### src/inc/sgc_defs.vh
// Constants of the switch general-purpose pin control block.
`ifndef SGC_DEFS_VH
`define SGC_DEFS_VH
`define SGC_PIN_COUNT     8
`define SGC_DS_PORTS      2
`define SGC_CTRL_OFFSET   12'hB8
`define SGC_UP_PORT       2'h0
`define SGC_FIELD_WIDTH   4
`define SGC_IN_BIT        0
`define SGC_DIR_BIT       1
`define SGC_OUT_BIT       2
`define SGC_IN_RESET      1'h1
`define SGC_DIR_RESET     1'h0
`define SGC_OUT_RESET     1'h0
`define SGC_CAP_RESET     1'h1
`define SGC_PINS_PER_BYTE 2
`define SGC_RSVD_BIT      3
`define SGC_ADDR_LSB      2
`define SGC_BYTE_COUNT    4
`define SGC_RD_IDLE       32'h00000000
`define SGC_VALID_RESET   1'h0
`endif

### src/rtl/sgc_gpio_control.v
// General-purpose pin control register and pin drivers of the switch upstream port.
`timescale 1ns/1ps
`default_nettype none
`include "sgc_defs.vh"
module sgc_gpio_control (
  input  wire                          clk,
  input  wire                          sys_rst,
  input  wire [1:0]                    cfgPort,
  input  wire [11:0]                   cfgAddr,
  input  wire                          cfgWrite,
  input  wire                          cfgRead,
  input  wire [3:0]                    cfgByteEn,
  input  wire [31:0]                   cfgWrData,
  output reg  [31:0]                   cfgRdData,
  output reg                           cfgRdValid,
  input  wire [`SGC_DS_PORTS-1:0]      capLoad,
  input  wire [`SGC_DS_PORTS-1:0]      capLoadValue,
  input  wire [`SGC_DS_PORTS-1:0]      slotPower,
  output wire [`SGC_DS_PORTS-1:0]      localPowerEventCapability,
  input  wire [`SGC_PIN_COUNT-1:0]     gpioIn,
  output reg  [`SGC_PIN_COUNT-1:0]     gpioOut,
  output reg  [`SGC_PIN_COUNT-1:0]     gpioOe
);
  ////////////////////////////////////////////////////////////////////////////
  // Sized copies of the shared constants, so that every compare and slice
  // below works on operands of a known width.
  localparam [11:0] CTRL_OFFSET = `SGC_CTRL_OFFSET;
  localparam [1:0]  UP_PORT     = `SGC_UP_PORT;
  localparam        WORD_LSB    = `SGC_ADDR_LSB;
  localparam        BYTE_COUNT  = `SGC_BYTE_COUNT;
  localparam        FIELD_WIDTH = `SGC_FIELD_WIDTH;
  localparam [31:0] RD_IDLE     = `SGC_RD_IDLE;

  // Register state.
  reg  [`SGC_PIN_COUNT-1:0] pinDir;
  reg  [`SGC_PIN_COUNT-1:0] pinValue;
  reg  [`SGC_DS_PORTS-1:0]  capEnable;
  reg  [31:0]               next_cfgRdData;

  // Decode and next-state nets.
  wire [`SGC_PIN_COUNT-1:0] next_pinDir;
  wire [`SGC_PIN_COUNT-1:0] next_pinValue;
  wire [`SGC_PIN_COUNT-1:0] pinLevel;
  wire [`SGC_PIN_COUNT-1:0] fieldWrite;
  wire [`SGC_PIN_COUNT-1:0] next_gpioOut;
  wire [`SGC_PIN_COUNT-1:0] next_gpioOe;
  wire [BYTE_COUNT-1:0]     byteWrite;
  wire [`SGC_DS_PORTS-1:0]  next_capEnable;
  wire [31:0]               ctrlWord;
  wire                      ctrlHit;
  wire                      ctrlWrite;
  wire                      ctrlRead;
  wire                      next_cfgRdValid;

  ////////////////////////////////////////////////////////////////////////////
  // Address decode shared by the read and write paths. The two low address
  // bits select a byte inside the word and take no part in the match.
  function ctrl_select;
    input [1:0]  port;
    input [11:0] addr;
    begin
      if (port != UP_PORT) begin
        ctrl_select = 1'h0;
      end else if (addr[11:WORD_LSB] != CTRL_OFFSET[11:WORD_LSB]) begin
        ctrl_select = 1'h0;
      end else begin
        ctrl_select = 1'h1;
      end
    end
  endfunction

  assign ctrlHit   = ctrl_select(cfgPort, cfgAddr);
  assign ctrlWrite = cfgWrite & ctrlHit;
  assign ctrlRead  = cfgRead & ctrlHit;

  // Byte lane k covers pins 2k and 2k+1, so a byte write never disturbs a
  // neighbouring pair.
  // per-byte write lanes
  genvar b;
  generate
    for (b = 0; b < BYTE_COUNT; b = b + 1) begin : gByte
      assign byteWrite[b] = ctrlWrite & cfgByteEn[b];
    end
  endgenerate

  ////////////////////////////////////////////////////////////////////////////
  // The capability bits belong to the downstream ports; they are kept here
  // because they decide who owns the low pins. A load from the sideband path
  // replaces the reset default of one port without touching the other.
  genvar p;
  generate
    for (p = 0; p < `SGC_DS_PORTS; p = p + 1) begin : gCap
      assign next_capEnable[p] = capLoad[p] ? capLoadValue[p] : capEnable[p];
    end
  endgenerate

  always @(posedge clk or posedge sys_rst) begin
    if (sys_rst) begin
      capEnable <= {`SGC_DS_PORTS{`SGC_CAP_RESET}};
    end else begin
      capEnable <= next_capEnable;
    end
  end

  // The capability bits are also handed out so that the downstream ports can
  // report them.
  assign localPowerEventCapability = capEnable;

  ////////////////////////////////////////////////////////////////////////////
  // One four-bit field per pin: level, direction, output value, reserved.
  genvar n;
  generate
    for (n = 0; n < `SGC_PIN_COUNT; n = n + 1) begin : gPin
      localparam IN_POS   = n * FIELD_WIDTH + `SGC_IN_BIT;
      localparam DIR_POS  = n * FIELD_WIDTH + `SGC_DIR_BIT;
      localparam OUT_POS  = n * FIELD_WIDTH + `SGC_OUT_BIT;
      localparam RSVD_POS = n * FIELD_WIDTH + `SGC_RSVD_BIT;

      // The pad level is asynchronous to the core clock. The input bit trails
      // the pin by two edges, and a read returns it one edge after that.
      // two-stage pin synchroniser
      sgc_pin_sync uSync (
        .clk      (clk),
        .sys_rst  (sys_rst),
        .pinAsync (gpioIn[n]),
        .pinSync  (pinLevel[n])
      );

      assign fieldWrite[n] = byteWrite[n / `SGC_PINS_PER_BYTE];

      // A write changes the field on the edge that takes it; the pad follows
      // one edge later through the registered drivers.
      // direction bit update
      assign next_pinDir[n]   = fieldWrite[n] ? cfgWrData[DIR_POS] : pinDir[n];
      assign next_pinValue[n] = fieldWrite[n] ? cfgWrData[OUT_POS] : pinValue[n];

      assign ctrlWord[IN_POS]   = pinLevel[n];
      assign ctrlWord[DIR_POS]  = pinDir[n];
      assign ctrlWord[OUT_POS]  = pinValue[n];
      // The reserved bit is dropped on write and reads zero, so software that
      // carries it back in a read-modify-write does no harm.
      // reserved reads zero
      assign ctrlWord[RSVD_POS] = 1'h0;

      if (n < `SGC_DS_PORTS) begin : gPower
        // The value bit of a low pin only counts once its port has given up
        // the capability; until then the pin is an output of slot power.
        // value when disabled
        assign next_gpioOut[n] = capEnable[n] ? slotPower[n] : pinValue[n];
        assign next_gpioOe[n]  = capEnable[n] | pinDir[n];
      end else begin : gPlain
        assign next_gpioOut[n] = pinValue[n];
        assign next_gpioOe[n]  = pinDir[n];
      end
    end
  endgenerate

  ////////////////////////////////////////////////////////////////////////////
  // Direction and value bits are held as vectors so each has one process.
  // pins start input
  always @(posedge clk or posedge sys_rst) begin
    if (sys_rst) begin
      pinDir   <= {`SGC_PIN_COUNT{`SGC_DIR_RESET}};
      pinValue <= {`SGC_PIN_COUNT{`SGC_OUT_RESET}};
    end else begin
      pinDir   <= next_pinDir;
      pinValue <= next_pinValue;
    end
  end

  ////////////////////////////////////////////////////////////////////////////
  // Pin drivers are registered so the pads see no decode glitches. A released
  // pin also has its value forced low, so that nothing but the enable decides
  // whether the pad drives.
  always @(posedge clk or posedge sys_rst) begin
    if (sys_rst) begin
      gpioOut <= {`SGC_PIN_COUNT{`SGC_OUT_RESET}};
      gpioOe  <= {`SGC_PIN_COUNT{`SGC_DIR_RESET}};
    end else begin
      gpioOut <= next_gpioOut & next_gpioOe;
      gpioOe  <= next_gpioOe;
    end
  end

  ////////////////////////////////////////////////////////////////////////////
  // foreign reads zero
  always @* begin
    next_cfgRdData = RD_IDLE;
    if (ctrlRead) begin
      next_cfgRdData = ctrlWord;
    end
  end

  // Every read is answered, whether it hits the register or not.
  assign next_cfgRdValid = cfgRead;

  // Reads answer one cycle later. A read and a write in the same cycle return
  // the word as it stood before the write.
  always @(posedge clk or posedge sys_rst) begin
    if (sys_rst) begin
      cfgRdData  <= RD_IDLE;
      cfgRdValid <= `SGC_VALID_RESET;
    end else begin
      cfgRdData  <= next_cfgRdData;
      cfgRdValid <= next_cfgRdValid;
    end
  end
endmodule // sgc_gpio_control
`default_nettype wire

### src/rtl/sgc_pin_sync.v
// Two-stage synchroniser for one asynchronous pin level.
`timescale 1ns/1ps
`default_nettype none
`include "sgc_defs.vh"
module sgc_pin_sync (
  input  wire clk,
  input  wire sys_rst,
  input  wire pinAsync,
  output reg  pinSync
);
  reg stageOne;

  // Both stages come up high so the input bit reads one after reset.
  always @(posedge clk or posedge sys_rst) begin
    if (sys_rst) begin
      stageOne <= `SGC_IN_RESET;
      pinSync  <= `SGC_IN_RESET;
    end else begin
      stageOne <= pinAsync;
      pinSync  <= stageOne;
    end
  end
endmodule // sgc_pin_sync
`default_nettype wire

### config.mk
export PLATFORM = sky130hd
export DESIGN_NAME = sgc_gpio_control
export DESIGN_NICKNAME = d
export VERILOG_FILES = /design/src/rtl/sgc_gpio_control.v /design/src/rtl/sgc_pin_sync.v
export VERILOG_INCLUDE_DIRS = /design/src /design/src/inc
export SDC_FILE = /design/constraint.sdc
export NUM_CORES = 1
export LEC_CHECK = 0
export ABC_AREA = 1
export BUFFER_PORTS_ARGS = -buffer_cell sky130_fd_sc_hd__buf_4
export CELL_PAD_IN_SITES_DETAIL_PLACEMENT = 0
export CELL_PAD_IN_SITES_GLOBAL_PLACEMENT = 2
export CORE_MARGIN = 1.5
export CORE_UTILIZATION = 29
export DETAILED_ROUTE_END_ITERATION = 16
export PLACE_DENSITY_LB_ADDON = 0.05
export SYNTH_ARGS = -nofsm -noshare
export SYNTH_HDL_FRONTEND = slang
export SYNTH_SLANG_ARGS = --single-unit
### constraint.sdc
create_clock -name clk -period 3.15 [get_ports clk]
set_input_delay 0.4725 -clock clk [delete_from_list [all_inputs] [get_ports clk]]
set_output_delay 0.4725 -clock clk [all_outputs]
set_load 0.02 [all_outputs]
# Yosys cells after proc, flatten, opt, wreduce, memory -nomap -nowiden
# Cells that the tools add are included.
dict set report totals {
  ff_bits 83
  input_bits 68
  out_inout_bits 51
  word_cells 46
}
dict set report op_classes {
  eq_ne 1
  muxes 5
  bitwise_logic 9
  n_reduce_logical 1
}
# op n
set ops {}
lappend ops {{$mux W31} 1}
lappend ops {{$ne A10 B6 Y1 const B} 1}
lappend ops {{$and A8 B8 Y8} 1}
lappend ops {{$and A1 B1 Y1} 6}
lappend ops {{$mux W1} 4}
lappend ops {{$or A1 B1 Y1} 2}
lappend ops {{$reduce_bool A2 Y1} 1}

# Logic depth before layout (Yosys ltp)
dict set report logic_depth {
  word_depth 5
  depth_mapped 8
  mapped_depth_nobuf 7
}

# Modules after synthesis
# From an unflattened synthesis, not the netlist that was laid out.
dict set report hier_totals {
  hier_cells 250
  hier_area_um2 2707.6
}
# module n_inst cells_per_inst area_each_um2 seq_area_each_um2
set modules_own_cells {}
lappend modules_own_cells {sgc_gpio_control 1 226 2257.2 1478.9}
lappend modules_own_cells {sgc_pin_sync 8 3 56.3 52.6}

# Worst setup path before layout
# Ideal clock, no wire load.
dict set report synth_path {
  path_kind {input-to-reg}
  start {input cfgAddr[8]}
  end {register cfgRdData[1]}
  setup_time_ns 0.068
  arrival_time_ns 1.237
  required_ns 3.082
  slack_ns 1.845
  path_stages 8
  path_buffers 1
  path_cell_list {inv_1 > nand2_2 > nor2_8 > inv_2 > nor2_8 > nand2_4 > buf_12 > nor2_4}
}
dict set report synth_via {
  elab_chain_cells 5
}
# element line
set synth_lines {}
lappend synth_lines {{start: declaration} sgc_gpio_control.v:9} ;# input wire [11:0] cfgAddr,
lappend synth_lines {{$ne A10 B6 Y1} sgc_gpio_control.v:64} ;# end else if (addr[11:WORD_LSB] != CTRL_OFFSET[11:WORD_LSB]) begin
lappend synth_lines {{$mux W1} sgc_gpio_control.v:64}
lappend synth_lines {{$mux W1} sgc_gpio_control.v:62} ;# if (port != UP_PORT) begin
lappend synth_lines {{$and A1 B1 Y1} sgc_gpio_control.v:74} ;# assign ctrlRead = cfgRead & ctrlHit;
lappend synth_lines {{$mux W31} sgc_gpio_control.v:189} ;# if (ctrlRead) begin
lappend synth_lines {{named net next_cfgRdData[1]} sgc_gpio_control.v:38} ;# reg [31:0] next_cfgRdData;
lappend synth_lines {{end signal: assignment} sgc_gpio_control.v:204} ;# cfgRdData <= next_cfgRdData;
lappend synth_lines {{end: declaration} sgc_gpio_control.v:14} ;# output reg [31:0] cfgRdData,
# The timed path passes the listed nets, and every way through them passes these cells.
# A chain may end at the register's enable or synchronous reset.

# Final worst setup path
dict set report layout_path {
  start {input cfgAddr[6]}
  end {register cfgRdData[26]}
}
# The elaborated chain is that of the path after synthesis.

==> flow_summary.ini <==
[clock_network]
post_cts_buffers = 0
clkTransAtPathRegs_ns = 0.08
cts_buffer_depth = 2
tritoncts = done
cts_hold_buf = 0
htree_levels = 3
cts_resized = 0
clock-sinks = 75
clockRootBuffer = clkbuf_8
insertion_delay_ns = 0.34
cts_buffers = 9

[timing]
hold_viol_final = 0
max_slew_margin_pct = 55.57
fmax_mhz = 643.5
setup_ws_ns = 1.596
drv_slew = 0
fin_crit_sh_pct = 49.33
worst_pin_slew_ns = 0.6659
rsz0062_at_grt = no
setup_tns_ns = 0
fin_crit_ns = 1.554
setup_viol = 0
holdWs_ns = 0.04987
skew_ns = 0.01050

[worst_setup_path]
start_kind = input pin
cp.arrival_ns = 1.81
r2r_slack_ns = 2.22
path_class = input pin to flip-flop
required_ns = 3.41
crit_fanout = 24
crit_path_end_kind = flip-flop

[logic_synthesis]
synth_area_leaders = dfrtp_1 50%, dfstp_2 17%, nor2_4 7.9%
yosysSeqAreaShare_pct = 66.46
synthCells = 244
synth_top_area_share_pct = 49.91
synth_warnings = 0
ys_types = 17
syn_area_um2 = 2858
syn_avg_cell_area_um2 = 11.71
ys_seq_elements = 75
synth_top_cell_by_area = dfrtp_1

[power]
p_leak_nw = 2.034
p_per_area_nw_per_um2 = 500.9
total_power_mw = 1.933
ir_drop_mv = 0.2044

[layout]
fin_nets = 411
synthToLayoutAreaGrowth_pct = 35.07
stdcell_count = 481
final_core_util_pct = 39.86
n_antenna_cell = 0
drive_gt1_share_pct = 44.83
stdcell_area_um2 = 3860

[place]
dpl_cell_area_um2 = 3642
placed_cells_incl_taps = 465
port-buffer-count = 92
dp_hpwl_mm = 3.932
dp_slack_ns = 1.184
gp_congestion = 0.6878

[floorplan]
core.rowCount = 36
initial_utilization_pct = 29.51
fp.dieH_um = 102.3
dieArea_um2 = 10460
io_pins = 119
core-area_um2 = 9684
chipWidth_um = 102.3

[route]
drt-initial-drc-count = 58
drcViolationCount = 0
ant_nets = 0
routed-via-count = 1838
wl_per_cell_um = 11.48
drt-total-wl_mm = 5.524
drt-pass1-iter-count = 4
viasPerCell = 3.821

[flow_run]
maxCapViolations = 0

[run_status]
status = complete, no violations

[global_routing]
antenna_found_initial = 0
grt_pass1_vias = 1763
overflow = 0
grt_max_degree = 36
grt_pass1_wl_mm = 8.694
grt_usage_pct = 11.45

[hold_path]
hold_path.class = input pin to asynchronous set/reset pin
## cells in the final DEF, fill, tap and decap left out, types with 4 or more instances in the layout
cell      instances
nand2_1          49
o21ai_0           4
dfrtp_1          57
nand4_1          20
conb_1            8
nor2_4           20
nor2_1           10
clkbuf_8          9
buf_4            94
inv_1            41
dfstp_2          18
## cell usage after synthesis, drive strengths merged
master and count:
conb 1, nand2 52, nand4 20, a21oi 2, dfstp 18, o21ai 4, dfrtp 57, buf 11
nor2 32, clkbuf 2, inv 45
## cell type report
class                   instances  area, um2
repair buffers                 94      705.7
clock buffers                  10      127.6
inverters                      45      170.2
flip-flops and latches         75       1899
multi-input cells             118      700.7
fillers                       988       5824
well taps                     133      166.4
clock inverters                 6      90.09
## logic make-up after synthesis
| group | after synthesis | synth area share, % |
|---|---|---|
| simple gates | 104 | 22.42 |
| compound gates | 6 | 1.051 |
| other cells | 1 | 0.1312 |
| buf+inv | 58 | 9.939 |
| flops | 75 | 66.46 |
## path summary, 6_finish.rpt
check / startpoint / end / depth (start not counted)
setup / recovery: cfgAddr[6] / cfgRdData[26] / 8
hold / removal: sys_rst / cfgRdData[4] / 2
setup reg to reg: localPowerEventCapability[0] / gpioOut[0] / 4
hold reg to reg: gPin[2].uSync.stageOne / gPin[2].uSync.pinSync / 0
max in group asynchronous: sys_rst / localPowerEventCapability[1] / 3
min in group clk: gpioIn[3] / gPin[3].uSync.stageOne / 1
## sequential cells by signal, summed over array words and instances (netlist names)
name                       cells
gPin.uSync.pinSync             8
gpioOut                        8
pinValue                       8
gpioOe                         8
pinDir                         8
gPin.uSync.stageOne            8
localPowerEventCapability      2
cfgRdValid                     1
cfgRdData                     24
## report_power, final
| part | total, mW | internal, mW | switching [mW] |
|---|---|---|---|
| Clock | 0.809 | 0.449 | 0.360 |
| Combinational | 0.129 | 0.0566 | 0.0721 |
| Sequential | 0.995 | 0.990 | 0.00542 |
| Total | 1.93 | 1.50 | 0.438 |
## layer usage
metal	part of all wire (%)	up-vias	GRT usage, %
met5	0	-	0
met4	1.8	0	5.374
met3	6.4	8	4.651
met2	50	58	17.73
met1	42	854	13.95
li1	-	918	-
## worst max-delay path, cell delays in order
cell and delay (ns):
buf_4 0.11, inv_1 0.04, nand2_1 0.04, nor2_1 0.12, nand2_1 0.14, nor2_8 0.26, nand2_4 0.41, nor2_1 0.21
(Power assumes the default switching activity.)
